===== config.mk =====
export PLATFORM = sky130hd
export DESIGN_NAME = load_switch_and_misc_config_regs
export DESIGN_NICKNAME = d
export VERILOG_FILES = /design/src/rtl/lsw_pkg.sv /design/src/rtl/load_switch_and_misc_config_regs.sv
export VERILOG_INCLUDE_DIRS = /design/src /design/src/rtl
export SDC_FILE = /design/constraint.sdc
export NUM_CORES = 1
export LEC_CHECK = 0
export ABC_AREA = 1
export BUFFER_PORTS_ARGS = -buffer_cell sky130_fd_sc_hd__buf_2
export CAP_MARGIN = 40
export CORE_MARGIN = 3
export CORE_UTILIZATION = 45
export DETAILED_ROUTE_END_ITERATION = 10
export GPL_TIMING_DRIVEN = 0
export PLACE_DENSITY = 0.77
export SYNTH_ARGS = -nofsm -noshare
export SYNTH_HDL_FRONTEND = slang
export SYNTH_SLANG_ARGS = --single-unit

===== constraint.sdc =====
create_clock -name clk_i -period 1.4 [get_ports clk_i]
set_input_delay 0.07 -clock clk_i [delete_from_list [all_inputs] [get_ports clk_i]]
set_output_delay 0.07 -clock clk_i [all_outputs]
set_load 0.005 [all_outputs]

===== src/rtl/lsw_regs.svh =====
`ifndef LSW_REGS_SVH
`define LSW_REGS_SVH

// ----------------------------------------------------------------
// Register indices, byte address is four times the index
// ----------------------------------------------------------------
`define LSW_IDX_LOAD_SWITCH 8'h62
`define LSW_IDX_MISC_FUSE 8'h63
`define LSW_IDX_VERSION 8'h64

// ----------------------------------------------------------------
// Field positions
// ----------------------------------------------------------------
`define LSW_MODE_HI 3
`define LSW_MODE_LO 2
`define LSW_CURRENT_LIMIT_SEL_HI 1
`define LSW_CURRENT_LIMIT_SEL_LO 0
`define LSW_OSC_GATE_BIT 3
`define LSW_SEL_DLY_BIT 2
`define LSW_IMMEDIATE_BIT 1
`define LSW_CLK_OD_BIT 0

// ----------------------------------------------------------------
// Reset values before fuses and straps are loaded
// ----------------------------------------------------------------
`define LSW_MODE_RST 2'h0
`define LSW_CURRENT_LIMIT_SEL_RST 2'h0
`define LSW_MISC_RST 4'h0
`define LSW_VER_RST 8'h00

// ----------------------------------------------------------------
// Timing
// ----------------------------------------------------------------
`define LSW_CLK_HZ 125000000
`define LSW_SLOW_HZ 32768
`define LSW_HALF_CNT (`LSW_CLK_HZ / (2 * `LSW_SLOW_HZ))
`define LSW_SEL_DLY_HALVES 2
`define LSW_INIT_CYCLES 3'h5

`endif


===== src/rtl/lsw_pkg.sv =====
`default_nettype none

package lsw_pkg;

  typedef struct packed {
    logic [9:0] address;
    logic read;
    logic write;
    logic [31:0] writedata;
    logic [3:0] byteenable;
  } avs_req_t;

  typedef enum logic [1:0] {
    MODE_OFF = 2'h0,
    MODE_ON = 2'h1,
    MODE_BYP_AUTO = 2'h2,
    MODE_BYP_HOLD = 2'h3
  } sw_mode_t;

  typedef enum logic [1:0] {
    SEL_IDLE = 2'h0,
    SEL_WAIT1 = 2'h1,
    SEL_WAIT2 = 2'h3
  } sel_state_t;

  typedef struct packed {
    logic osc_gate;
    logic sel_dly_bypass;
    logic immediate;
    logic clk_od;
  } misc_opts_t;

endpackage : lsw_pkg
`default_nettype wire


===== src/rtl/load_switch_and_misc_config_regs.sv =====
// Notes on behaviour
// - Mode 00 turns the switch off, mode 01 forces it on.
// - Mode 10 runs bypass, switch follows the converter four comparator.
// - Mode 11 runs bypass with the switch held closed.
// - Bypass plus overvoltage blocks forced PWM and clears mode to 00.
// - Reset loads mode high bit and low bit from the two enable pins.
// - Two-bit current limit code selects 100 mA, 500 mA, 750 mA, 2.5 A.
// - Bits 7-4 of the switch control register ignore writes, read zero.
// - Gating bit 1 runs the fast oscillator only on power or clock request.
// - Delay bit 0 delays a lowering select change 0.5 to 1 slow periods.
// - Immediate bit 1 applies converter four voltage writes without slew.
// - Clock output drive bit chooses push-pull at 0, open-drain at 1.
// - Version register is read-only: fuse version high, revision low.
// - Power-on reset restores every register, fuse fields from fuses.
`timescale 1ns/1ps
`default_nettype none
`include "lsw_regs.svh"

module load_switch_and_misc_config_regs
  import lsw_pkg::*;
(
  input wire logic clk_i,
  input wire logic arst_n_i,
  input wire avs_req_t avs_req_i,
  output logic [31:0] avs_readdata_o,
  output logic avs_waitrequest_o,
  input wire logic switch_mode_pin_hi_i,
  input wire logic switch_mode_pin_lo_i,
  input wire logic power_request_pin_i,
  input wire logic clock_request_pin_i,
  input wire logic buck4_voltage_select_pin_i,
  input wire logic [1:0] fuse_current_limit_sel_i,
  input wire logic [3:0] fuse_misc_i,
  input wire logic [7:0] fuse_version_i,
  input wire logic device_on_i,
  input wire logic buck4_bypass_cmp_i,
  input wire logic buck4_overvoltage_i,
  output logic switch_on_o,
  output logic bypass_mode_o,
  output logic forced_pwm_block_o,
  output logic [1:0] current_limit_sel_o,
  output logic fast_osc_en_o,
  output logic buck4_select_eff_o,
  output logic immediate_change_o,
  output logic slow_clock_output_o,
  output logic slow_clock_output_oe_o
);

  // ----------------------------------------------------------------
  // Pin synchronisers
  // ----------------------------------------------------------------
  localparam int NPIN = 5;
  logic [NPIN-1:0] pin_raw;
  logic [NPIN-1:0] pin_f;
  logic mode_pin_hi;
  logic mode_pin_lo;
  logic power_request_pin;
  logic clk_req;
  logic sel_pin;

  assign pin_raw = {buck4_voltage_select_pin_i, clock_request_pin_i,
                    power_request_pin_i, switch_mode_pin_lo_i,
                    switch_mode_pin_hi_i};

  genvar gi;
  generate
    for (gi = 0; gi < NPIN; gi++) begin : g_sync
      logic s1_r;
      logic s2_r;
      logic s3_r;
      logic f_r;
      always_ff @(posedge clk_i or negedge arst_n_i) begin
        if (!arst_n_i) begin
          s1_r <= 1'b0;
          s2_r <= 1'b0;
          s3_r <= 1'b0;
          f_r <= 1'b0;
        end else begin
          s1_r <= pin_raw[gi];
          s2_r <= s1_r;
          s3_r <= s2_r;
          if (s2_r == s3_r) begin
            f_r <= s3_r;
          end
        end
      end
      assign pin_f[gi] = f_r;
    end
  endgenerate

  assign mode_pin_hi = pin_f[0];
  assign mode_pin_lo = pin_f[1];
  assign power_request_pin = pin_f[2];
  assign clk_req = pin_f[3];
  assign sel_pin = pin_f[4];

  // ----------------------------------------------------------------
  // Strap and fuse load after reset release
  // ----------------------------------------------------------------
  logic [2:0] init_cnt_r;
  logic ready_r;
  logic load_now;

  assign load_now = !ready_r && (init_cnt_r == `LSW_INIT_CYCLES);

  always_ff @(posedge clk_i or negedge arst_n_i) begin
    if (!arst_n_i) begin
      init_cnt_r <= 3'h0;
      ready_r <= 1'b0;
    end else if (load_now) begin
      ready_r <= 1'b1;
    end else if (!ready_r) begin
      init_cnt_r <= init_cnt_r + 3'h1;
    end
  end

  // ----------------------------------------------------------------
  // Avalon-MM slave
  // ----------------------------------------------------------------
  logic ack_r;
  logic ack_nxt;
  logic req;
  logic [31:0] rdata_nxt;
  logic [31:0] readdata_r;
  logic wr_ls;
  logic wr_misc;

  function automatic logic hit(input logic [9:0] a, input logic [7:0] idx);
    hit = (a[9:2] == idx) && (a[1:0] == 2'h0);
  endfunction : hit

  assign req = avs_req_i.read || avs_req_i.write;
  assign ack_nxt = req && !ack_r && ready_r;
  assign avs_waitrequest_o = req && !ack_r;
  assign avs_readdata_o = readdata_r;
  assign wr_ls = ack_r && avs_req_i.write && avs_req_i.byteenable[0]
                 && hit(avs_req_i.address, `LSW_IDX_LOAD_SWITCH);
  assign wr_misc = ack_r && avs_req_i.write && avs_req_i.byteenable[0]
                   && hit(avs_req_i.address, `LSW_IDX_MISC_FUSE);

  always_ff @(posedge clk_i or negedge arst_n_i) begin
    if (!arst_n_i) begin
      ack_r <= 1'b0;
    end else begin
      ack_r <= ack_nxt;
    end
  end

  // ----------------------------------------------------------------
  // Switch control register
  // ----------------------------------------------------------------
  sw_mode_t mode_r;
  logic [1:0] current_limit_sel_r;
  logic bypass;
  logic ov_trip;
  logic pwm_block_r;

  assign bypass = (mode_r == MODE_BYP_AUTO) || (mode_r == MODE_BYP_HOLD);
  assign ov_trip = ready_r && bypass && buck4_overvoltage_i;

  always_ff @(posedge clk_i or negedge arst_n_i) begin
    if (!arst_n_i) begin
      mode_r <= sw_mode_t'(`LSW_MODE_RST);
    end else if (load_now) begin
      mode_r <= sw_mode_t'({mode_pin_hi, mode_pin_lo});
    end else if (ov_trip) begin
      mode_r <= MODE_OFF;
    end else if (wr_ls) begin
      mode_r <= sw_mode_t'(avs_req_i.writedata[`LSW_MODE_HI:`LSW_MODE_LO]);
    end
  end

  always_ff @(posedge clk_i or negedge arst_n_i) begin
    if (!arst_n_i) begin
      pwm_block_r <= 1'b0;
    end else if (ov_trip) begin
      pwm_block_r <= 1'b1;
    end else if (wr_ls || load_now) begin
      pwm_block_r <= 1'b0;
    end
  end

  always_ff @(posedge clk_i or negedge arst_n_i) begin
    if (!arst_n_i) begin
      current_limit_sel_r <= `LSW_CURRENT_LIMIT_SEL_RST;
    end else if (load_now) begin
      current_limit_sel_r <= fuse_current_limit_sel_i;
    end else if (wr_ls) begin
      current_limit_sel_r <= avs_req_i.writedata[`LSW_CURRENT_LIMIT_SEL_HI:`LSW_CURRENT_LIMIT_SEL_LO];
    end
  end

  always_comb begin
    case (mode_r)
      MODE_OFF: switch_on_o = 1'b0;
      MODE_ON: switch_on_o = 1'b1;
      MODE_BYP_AUTO: switch_on_o = buck4_bypass_cmp_i;
      default: switch_on_o = 1'b1;
    endcase
  end

  assign bypass_mode_o = bypass;
  assign forced_pwm_block_o = pwm_block_r;
  assign current_limit_sel_o = current_limit_sel_r;

  // ----------------------------------------------------------------
  // Fuse option register
  // ----------------------------------------------------------------
  misc_opts_t misc_r;
  logic [7:0] ver_r;

  always_ff @(posedge clk_i or negedge arst_n_i) begin
    if (!arst_n_i) begin
      misc_r <= misc_opts_t'(`LSW_MISC_RST);
    end else if (load_now) begin
      misc_r <= misc_opts_t'(fuse_misc_i);
    end else if (wr_misc) begin
      misc_r <= misc_opts_t'(avs_req_i.writedata[3:0]);
    end
  end

  always_ff @(posedge clk_i or negedge arst_n_i) begin
    if (!arst_n_i) begin
      ver_r <= `LSW_VER_RST;
    end else if (load_now) begin
      ver_r <= fuse_version_i;
    end
  end

  assign fast_osc_en_o = device_on_i && (!misc_r.osc_gate || power_request_pin
                         || clk_req);
  assign immediate_change_o = misc_r.immediate;

  // ----------------------------------------------------------------
  // Read data
  // ----------------------------------------------------------------
  always_comb begin
    rdata_nxt = 32'h0000_0000;
    if (hit(avs_req_i.address, `LSW_IDX_LOAD_SWITCH)) begin
      rdata_nxt = {28'h000_0000, mode_r, current_limit_sel_r};
    end else if (hit(avs_req_i.address, `LSW_IDX_MISC_FUSE)) begin
      rdata_nxt = {28'h000_0000, misc_r};
    end else if (hit(avs_req_i.address, `LSW_IDX_VERSION)) begin
      rdata_nxt = {24'h00_0000, ver_r};
    end
  end

  always_ff @(posedge clk_i or negedge arst_n_i) begin
    if (!arst_n_i) begin
      readdata_r <= 32'h0000_0000;
    end else if (ack_nxt && avs_req_i.read) begin
      readdata_r <= rdata_nxt;
    end
  end

  // ----------------------------------------------------------------
  // Slow clock divider and output pin
  // ----------------------------------------------------------------
  logic [10:0] half_cnt_r;
  logic half_tick;
  logic slow_clk_r;

  assign half_tick = (half_cnt_r == 11'(`LSW_HALF_CNT - 1));

  always_ff @(posedge clk_i or negedge arst_n_i) begin
    if (!arst_n_i) begin
      half_cnt_r <= 11'h000;
      slow_clk_r <= 1'b0;
    end else if (half_tick) begin
      half_cnt_r <= 11'h000;
      slow_clk_r <= !slow_clk_r;
    end else begin
      half_cnt_r <= half_cnt_r + 11'h001;
    end
  end

  assign slow_clock_output_o = misc_r.clk_od ? 1'b0 : slow_clk_r;
  assign slow_clock_output_oe_o = misc_r.clk_od ? !slow_clk_r : 1'b1;

  // ----------------------------------------------------------------
  // Select pin delay
  // ----------------------------------------------------------------
  sel_state_t sel_st_r;
  logic sel_eff_r;

  always_ff @(posedge clk_i or negedge arst_n_i) begin
    if (!arst_n_i) begin
      sel_st_r <= SEL_IDLE;
      sel_eff_r <= 1'b0;
    end else begin
      case (sel_st_r)
        SEL_IDLE: begin
          if (sel_pin != sel_eff_r) begin
            // rise or no-delay applies at once
            if (sel_pin || misc_r.sel_dly_bypass) begin
              sel_eff_r <= sel_pin;
            end else begin
              sel_st_r <= SEL_WAIT1;
            end
          end
        end
        SEL_WAIT1: begin
          if (sel_pin) begin
            sel_st_r <= SEL_IDLE;
          end else if (half_tick) begin
            sel_st_r <= SEL_WAIT2;
          end
        end
        SEL_WAIT2: begin
          if (sel_pin) begin
            sel_st_r <= SEL_IDLE;
          end else if (half_tick) begin
            sel_eff_r <= 1'b0;
            sel_st_r <= SEL_IDLE;
          end
        end
        default: sel_st_r <= SEL_IDLE;
      endcase
    end
  end

  assign buck4_select_eff_o = sel_eff_r;
endmodule : load_switch_and_misc_config_regs
`default_nettype wire


======== After elaboration in Yosys (flattened, before gate mapping) ========
Cells that the tools add are included.
storage, ports and cells
  register bits ........................... 89
  logic and storage cells ................. 125
operators by class
  add/subtract/negate cells ............... 2
  equal/unequal tests ..................... 22
  multiplexer cells ....................... 28
  bitwise gates (word level) .............. 2
  reduce and logical (&&, ||, !) cells .... 35
operators by type and width
  kind                     count
  $eq A8 B7 Y1 const B     3
  $mux W8                  3
  $mux W2                  11
  $logic_and A1 B1 Y1      14
  $add A11 B1 Y11 const B  1
  $eq A11 B11 Y1 const B   1
  $mux W11                 1
  $ne A2 B2 Y1 const B     5
  $mux W1                  8
  $mux W4                  2
  $reduce_bool A2 Y1       4
  $eq A2 B2 Y1 const B     3
  $logic_not A2 Y1         3
  $logic_or A1 B1 Y1       6
  $ne A3 B3 Y1 const B     2
  $pmux W2 S3              1
  $eq A1 B1 Y1             5
  $reduce_and A5 Y1        1
  $logic_not A1 Y1         4
  $pmux W1 S2              2
  $reduce_and A4 Y1        1
  $add A3 B1 Y3 const B    1
  $eq A3 B3 Y1 const B     1
  $reduce_bool A3 Y1       1
  other kinds (4)          5

======== Depth between registers and ports, before layout ========
Gate-level depths: netlist of run 1.
  word-level depth ........................ 6
  depth in mapped cells ................... 8
  depth with buffers taken out ............ 8

======== Least setup slack after synthesis of run 1 ========
OpenSTA, ideal clock, no wires.
  path kind ............................... register -> register
  from .................................... reg init_cnt_r[0]
  to ...................................... reg ver_r[0]
  library setup time ...................... 125 ps
  data arrival time ....................... 1217 ps
  required time ........................... 1275 ps
  setup slack ............................. 58 ps
  cell stages (with the launch flop) ...... 5
  path buffers ............................ 1
  clock period less this slack ............ 1342 ps
  cell sequence ........................... dfrtp_1 -> ha_1 -> nand3_2 -> buf_4 -> mux2_2
between the ends
  longest elaborated chain between the ends .. 2
ends and longest elaborated chain
  element                 line                                     text
  from (decl)             load_switch_and_misc_config_regs.sv:100  logic [2:0] init_cnt_r;
  from (signal assigned)  load_switch_and_misc_config_regs.sv:113  init_cnt_r <= init_cnt_r + 3'h1;
  $eq A3 B3 Y1 (no line)  n/a
  $logic_and A1 B1 Y1     load_switch_and_misc_config_regs.sv:104  assign load_now = !ready_r && (init_cnt_r == `LSW_INIT_CYCLES);
  to (signal assigned)    load_switch_and_misc_config_regs.sv:224  ver_r <= `LSW_VER_RST;
  to (signal assigned)    load_switch_and_misc_config_regs.sv:226  ver_r <= fuse_version_i;
  to (decl)               load_switch_and_misc_config_regs.sv:210  logic [7:0] ver_r;
Every way passes these cells.
A chain may end at the register's enable or synchronous reset.

======== Worst setup path after layout of run 1 ========
  from .................................... reg init_cnt_r[1]
  to ...................................... reg current_limit_sel_r[1] (netlist: current_limit_sel_o[1])
between the ends
  longest elaborated chain between the ends .. 3
  elaborated cells between the ends (all ways) .. 4
  those cells by class .................... 1 x eq/ne; 1 x mux; 2 x reduce/logical
ends and longest elaborated chain
  element                                        line                                     text
  $eq A3 B3 Y1 (no line) (*)                     n/a
  $logic_and A1 B1 Y1 (*)                        load_switch_and_misc_config_regs.sv:104
  $mux W2 or $reduce_bool A2 Y1 (tied branches)  n/a
  to (signal assigned)                           load_switch_and_misc_config_regs.sv:185  current_limit_sel_r <= `LSW_CURRENT_LIMIT_SEL_RST;
  to (signal assigned)                           load_switch_and_misc_config_regs.sv:187  current_limit_sel_r <= fuse_current_limit_sel_i;
  to (signal assigned)                           load_switch_and_misc_config_regs.sv:189  current_limit_sel_r <= avs_req_i.writedata[`LSW_CURRENT_LIMIT_SEL_HI:`LSW_CURRENT_LIMIT_SEL_LO];
  to (decl)                                      load_switch_and_misc_config_regs.sv:153  logic [1:0] current_limit_sel_r;
Mark *: on every way between the ends. The rest lies on a longest branch, timed or not.

==> results.py, run 1 <==
metrics = {
    "sta": {
        "max_freq_mhz": 660,
        "setup_viol": 1,
        "maxSlewHeadroom": 0.466,
        "hold_violations": 0,
        "rsz0062_at_grt": "yes",
        "min_period_ps": 1520,
        "finClkSkew_ps": 10.8,
        "setup_ws_ps": -115,
        "drv_slew": 0,
        "post-route-period-util": 1.08,
        "worst_pin_slew_ps": 801,
    },
    "grt": {
        "grtUsageTotal": 0.176,
        "grt_pass1_wl_um": 10700,
        "use_met1": 0.199,
        "grt_pass1_vias": 2502,
        "grt.busiest_layer": "met2",
        "grt_use_met2": 0.316,
        "antenna_found_initial": 0,
        "gr-total-overflow": 0,
        "grt_max_degree": 66,
        "grtUsageMet3": 0.0479,
    },
    "placed_design": {
        "placedCellCount": 516,
        "dp_hpwl_um": 4880,
        "dpl_worst_slack_ps": -171,
        "gp_congestion": 0.804,
        "portBuffers": 59,
    },
    "power_and_ir_drop": {
        "ir_drop_mv": 0.610,
        "leakagePower_uw": 0.00220,
        "powerDensity_nw_per_um2": 1070,
    },
    "logic_synthesis": {
        "synthArstFlopShare": 1.00,
        "ys.flop_type": "dfrtp_1",
        "yosysWarnings": 0,
        "ys_ff_latch": 65,
        "synthCells": 341,
        "ys_seq_area_frac": 0.518,
        "synth_edf_count": 0,
        "syn_area_um2": 3140,
        "synth_area_per_cell_um2": 9.21,
        "yosysUniqueCellTypes": 34,
    },
    "floorplan": {
        "core-area_um2": 6570,
        "start_util": 0.478,
        "rows": 29,
        "boundaryPins": 115,
        "die_width_um": 89.5,
        "die_area_um2": 8020,
        "die_h_um": 89.5,
    },
    "detailed_routing": {
        "wirelength_um": 7050,
        "dr_total_vias": 2640,
        "antenna_left": 0,
        "drt_iter0_drc": 114,
        "avgRoutedWirePerCell_um": 12.6,
        "routed_via_density": 4.71,
        "first_pass_iters": 4,
        "drc_errors": 0,
    },
    "worst_setup_path": {
        "critPathKind": "reg -> reg",
        "cp.required_ps": 1670,
        "worst_setup_path_end_kind": "flip-flop",
        "cp-start-kind": "flip-flop",
        "arrival_ps": 1780,
        "crit_fanout": 7,
    },
    "cells_and_area": {
        "synthToLayoutAreaGrowth_pct": 35.4,
        "num_antenna_cells": 0,
        "fin_nets": 538,
        "final_cell_mix": "nand2_1, dfrtp_1, buf_2",
        "final_cells": 560,
        "drive_gt1_frac": 0.343,
        "final_common_cell": "nand2_1",
        "nFillCells": 521,
    },
    "clocking": {
        "clk_latency_ps": 330,
        "cts_tree": "built",
        "clk_pin_slew_worst_paths_ps": 70,
        "cts_sinks": 65,
        "htree_levels": 3,
        "cts_buffers": 9,
        "cts_root_buf": "clkbuf_8",
        "clock_path_buffers": 2,
    },
    "run_status": {
        "status": "finished, violations left",
        "violations": "setup timing",
    },
    "worst_hold_path": {
        "hp-class": "in -> reg",
    },
    "job": {
        "maxCapViolCount": 0,
    },
}
==> routing by layer <==
| metal | vias up | share of wire |
|---|---|---|
| met2 | 78 | 0.54 |
| met5 | - | 0 |
| li1 | 1295 | - |
| met3 | 15 | 0.051 |
| met4 | 0 | 0.021 |
| met1 | 1252 | 0.39 |
==> Yosys cell counts, types with 3 or more instances <==
cell type / count / area, um2
maj3_1: 5 / 50.1
nor2_1: 30 / 113
a21oi_1: 6 / 30.0
nand4_1: 6 / 37.5
nand2_1: 78 / 293
inv_1: 35 / 131
nor3_1: 4 / 20.0
o21ai_0: 13 / 65.1
dfrtp_1: 65 / 1630
nor3_2: 4 / 40.0
ha_1: 4 / 50.1
xor2_1: 3 / 26.3
nand3_1: 27 / 135
buf_4: 25 / 188
mux2_2: 8 / 90.1
==> stage by stage <==
| stage | TNS [ps] | power, uW | utilization | area (um2) | hold WS (ps) |
|---|---|---|---|---|---|
| after global placement | -742 | 2700 | 0.554 | 3640 | 178 |
| after floorplan | 0 | 2480 | - | 3230 | -226 |
| after global routing | -593 | 4800 | 0.648 | 4250 | 71.2 |
| after detailed placement | -1110 | 2730 | 0.554 | 3640 | 179 |
| final | -115 | 4540 | 0.648 | 4250 | 83.4 |
| after CTS | 0 | 4550 | 0.626 | 4110 | 60.1 |
==> flip-flops by register name, indices dropped and copies added (netlist names) <==
name,flops
half_cnt_r,11
current_limit_sel_o,2
clk_req,1
sel_st_r,2
immediate_change_o,1
mode_r,2
slow_clk_r,1
g_sync.f_r,4
g_sync.s1_r,5
g_sync.s2_r,5
ack_r,1
forced_pwm_block_o,1
buck4_select_eff_o,1
misc_r,3
g_sync.s3_r,5
ready_r,1
init_cnt_r,3
ver_r,8
avs_readdata_o,8
==> area by class of cell <==
class | instances | area (um2) | area share
repair buffers | 87 | 582 | 0.137
well taps | 93 | 116 | 0.0274
multi-input cells | 233 | 1330 | 0.312
clock inverters | 7 | 103 | 0.0241
inverters | 36 | 135 | 0.0318
flip-flops and latches | 65 | 1630 | 0.382
clock buffers | 9 | 124 | 0.0291
plain buffers | 30 | 238 | 0.0559
==> power by group <==
part | leakage (uW) | internal (uW) | total [uW] | switching, uW
combinational | 0.00131 | 304 | 667 | 363
sequential | 0.000784 | 2010 | 2110 | 104
clock | 0.000110 | 1020 | 1760 | 745
==> path summary, 6_finish.rpt <==
kind	cells past startpoint	end	slack (ps)	startpoint
max	7	current_limit_sel_o[1]	-120	init_cnt_r[1]
min	3	ack_r	80	avs_req_i[36]
max reg2reg	7	current_limit_sel_o[1]	-120	init_cnt_r[1]
min reg2reg	0	g_sync[4].s2_r	350	g_sync[4].s1_r
max in group asynchronous	2	ack_r	510	arst_n_i
min in group asynchronous	2	half_cnt_r[4]	360	arst_n_i
==> worst max-delay path, cell delays in order (launching register included) <==
cell	delay, ps
dfrtp_1	410
inv_2	80
ha_4	130
nand3_4	150
clkbuf_16	200
o21ai_0	250
nand2_1	130
nand2_1	80
==> repair_timing <==
action / in CTS / in global routing
gates cloned: 0 / 2
gates resized for setup: 10 / 23
setup buffers: 8 / 4
pin swaps: 3 / 8
hold endpoints to repair: 78 / 0
endpoints found under the setup margin: 22 / 25
hold buffers: 14 / 0
==> kinds of logic after synthesis <==
kind of cell | Yosys count | share of synthesized area
xor gates and xnor gates | 5 | 0.0139
adders and majority gates | 9 | 0.0319
AOI/OAI and AO/OA | 27 | 0.0494
buffers and inverters | 66 | 0.116
and+or+nand+nor | 160 | 0.241
other | 1 | 0.00119
DFF | 65 | 0.518
muxes | 8 | 0.0287
Power figures use the tool's default switching activity.
==> run 2, diff against run 1 <==
--- a/config.mk
+++ b/config.mk
@@ -7,13 +7,13 @@
 export NUM_CORES = 1
 export LEC_CHECK = 0
 export ABC_AREA = 1
-export BUFFER_PORTS_ARGS = -buffer_cell sky130_fd_sc_hd__buf_2
+export BUFFER_PORTS_ARGS = -buffer_cell sky130_fd_sc_hd__buf_4
 export CAP_MARGIN = 40
 export CORE_MARGIN = 3
-export CORE_UTILIZATION = 45
+export CORE_UTILIZATION = 53
 export DETAILED_ROUTE_END_ITERATION = 10
 export GPL_TIMING_DRIVEN = 0
-export PLACE_DENSITY = 0.77
+export PLACE_DENSITY = 0.85
 export SYNTH_ARGS = -nofsm -noshare
 export SYNTH_HDL_FRONTEND = slang
 export SYNTH_SLANG_ARGS = --single-unit
==> constraint.sdc (replaced) <==
create_clock -name clk_i -period 1.8 [get_ports clk_i]
set_input_delay 0.09 -clock clk_i [delete_from_list [all_inputs] [get_ports clk_i]]
set_output_delay 0.09 -clock clk_i [all_outputs]
set_load 0.005 [all_outputs]
==> run 2 against run 1 <==
The flow now finishes without violations. Critical path depth up 1. Global-route usage is 1.8 points higher. Utilization up 8.5 points. Non-clock buffer count is 14 lower. Design area decreased by 3.4%. Clock skew fell by 2.8 ps. Via count decreased by 3.9%. Clock power fell by 30%. Cell count decreased by 6.3%. Fmax rose by 0.49%. Sequential share of layout area is 1.3 points higher. Critical endpoint is now sel_st_r[0].
==> results.py, run 2 (synthesized netlist as in run 1, its figures left out) <==
metrics = {
    "run_status": {
        "status": "complete, no violations",
    },
    "worst_setup_path": {
        "crit_start": "half_cnt_r[0]",
        "crit_fanout": 6,
        "cp_slowest_cell": "dfrtp_1",
        "cp-start-kind": "flip-flop",
        "regToRegSetupSlack_ps": 290,
        "path_delay_family": "simple AND/OR/NAND/NOR gates",
        "critPathKind": "reg -> reg",
        "worst_setup_path_end_kind": "flip-flop",
        "reg2reg_from": "half_cnt_r[0]",
        "critical_path_buf_inv_count": 1,
        "crit_top_cell": "nand2_1",
        "slowest_delay_ps": 440,
        "crit_path_cell_trace": "inv_1 > ha_1 > nand2_1 > nor3_2 > nand3_2 > nand2_1 > nand2_1 > o21ai_0",
        "cp.required_ps": 2060,
        "cp.depth": 8,
        "rr_worst_depth": 8,
        "arrival_ps": 1770,
    },
    "floorplan": {
        "die_area_um2": 6880,
        "start_util": 0.560,
        "die_width_um": 83.0,
        "die_h_um": 83.0,
        "rows": 27,
        "boundaryPins": 115,
        "core-area_um2": 5610,
    },
    "sta": {
        "finClkSkew_ps": 7.97,
        "rsz0062_at_grt": "no",
        "max_freq_mhz": 663,
        "post-route-period-util": 0.838,
        "maxSlewHeadroom": 0.477,
        "worst_pin_slew_ps": 785,
        "setup_ws_ps": 292,
        "tns_ps": 0,
        "hold_violations": 0,
        "drv_slew": 0,
        "setup_viol": 0,
        "min_period_ps": 1510,
    },
    "clocking": {
        "post_cts_buffers": 0,
        "cts_sinks": 65,
        "clk_latency_ps": 330,
        "cts_tree": "built",
        "cts_root_buf": "clkbuf_8",
        "clock_path_buffers": 2,
        "clk_pin_slew_worst_paths_ps": 70,
        "htree_levels": 3,
        "cts_buffers": 9,
    },
    "cells_and_area": {
        "fin_nets": 524,
        "final_common_cell": "buf_4",
        "final_cell_mix": "buf_4, nand2_1, dfrtp_1",
        "largest_reg_flops": 11,
        "drive_gt1_frac": 0.287,
        "top_register": "half_cnt_r",
        "synthToLayoutAreaGrowth_pct": 30.8,
        "nFillCells": 414,
        "num_antenna_cells": 0,
        "multi_input_area_um2": 1240,
        "seqCellArea_um2": 1630,
        "final_cells": 525,
        "final_util": 0.733,
    },
    "placed_design": {
        "dp_hpwl_um": 4740,
        "placedCellCount": 495,
        "gp_congestion": 0.873,
        "portBuffers": 59,
        "dpl_worst_slack_ps": 235,
    },
    "detailed_routing": {
        "wirelength_um": 6390,
        "dr_total_vias": 2537,
        "drc_errors": 0,
        "drt_iter0_drc": 115,
        "antenna_left": 0,
        "avgRoutedWirePerCell_um": 12.2,
        "first_pass_iters": 5,
        "routed_via_density": 4.83,
    },
    "job": {
        "maxCapViolCount": 0,
    },
    "power_and_ir_drop": {
        "powerDensity_nw_per_um2": 830,
        "ir_drop_mv": 0.577,
        "total_power_uw": 3410,
        "leakagePower_uw": 0.00214,
    },
    "worst_hold_path": {
        "holdPathStages": 3,
        "hp-class": "in -> reg",
        "hold_start": "avs_req_i[37]",
    },
    "grt": {
        "antenna_found_initial": 0,
        "gr-total-overflow": 0,
        "grt_pass1_wl_um": 11000,
        "grt_max_degree": 66,
        "grt_pass1_vias": 2504,
        "grtUsageTotal": 0.195,
    },
}
## run 2: cell count changes in the layout (fill, tap and decap cells not counted), sizes merged
cell | previous run | this run
clkinv | 3 | 1
buf | 99 | 86
clkinvlp | 1 | 3
bufinv | 2 | 1
## run 2: power breakdown
part           switching, uW  total, uW  internal, uW
clock network            563       1240           679
registers               80.8       1650          1560
logic                    255        525           270
total                    899       3410          2510
## run 2: worst min-delay path: cells and delay by family
kind	cells	cell delay [ps]
simple gates	2	180
buf+inv	1	80
## run 2: area by class of cell
| type | instances | area share |
|---|---|---|
| Buffer | 30 | 0.0557 |
| Clock buffer | 10 | 0.0335 |
| Clock inverter | 6 | 0.0161 |
| Inverter | 36 | 0.0329 |
| Multi-Input combinational cell | 233 | 0.302 |
| Sequential cell | 65 | 0.396 |
| Tap cell | 72 | 0.0219 |
| Timing Repair Buffer | 73 | 0.142 |
## run 2: final timing paths
kind / to
worst max-delay path: sel_st_r[0]
worst min-delay path: ack_r
worst max register to register: sel_st_r[0]
worst min register to register: g_sync[1].s2_r
max in group asynchronous: misc_r[0]
min in group asynchronous: half_cnt_r[0]
## run 2: layer usage
layer,GRT usage,wire (um)
met4,0.0594,58
met2,0.337,3290
met1,0.232,2610
met3,0.0605,427
met5,0,0
## run 2: per-stage QoR
| step | hold WS [ps] | area (um2) |
|---|---|---|
| 2_1_floorplan | -206 | 3230 |
| 3_3_place_gp | 199 | 3760 |
| 3_5_place_dp | 202 | 3760 |
| 4_1_cts | 63.2 | 4100 |
| 5_1_grt | 89.9 | 4110 |
| 6_report | 68.5 | 4110 |
## run 2: timing repair
item                                    4_1_cts  5_1_grt
endpoints found under the setup margin        0        1
hold buffers                                 14        0
resized for setup                             0        1
hold endpoints to repair                     78        0
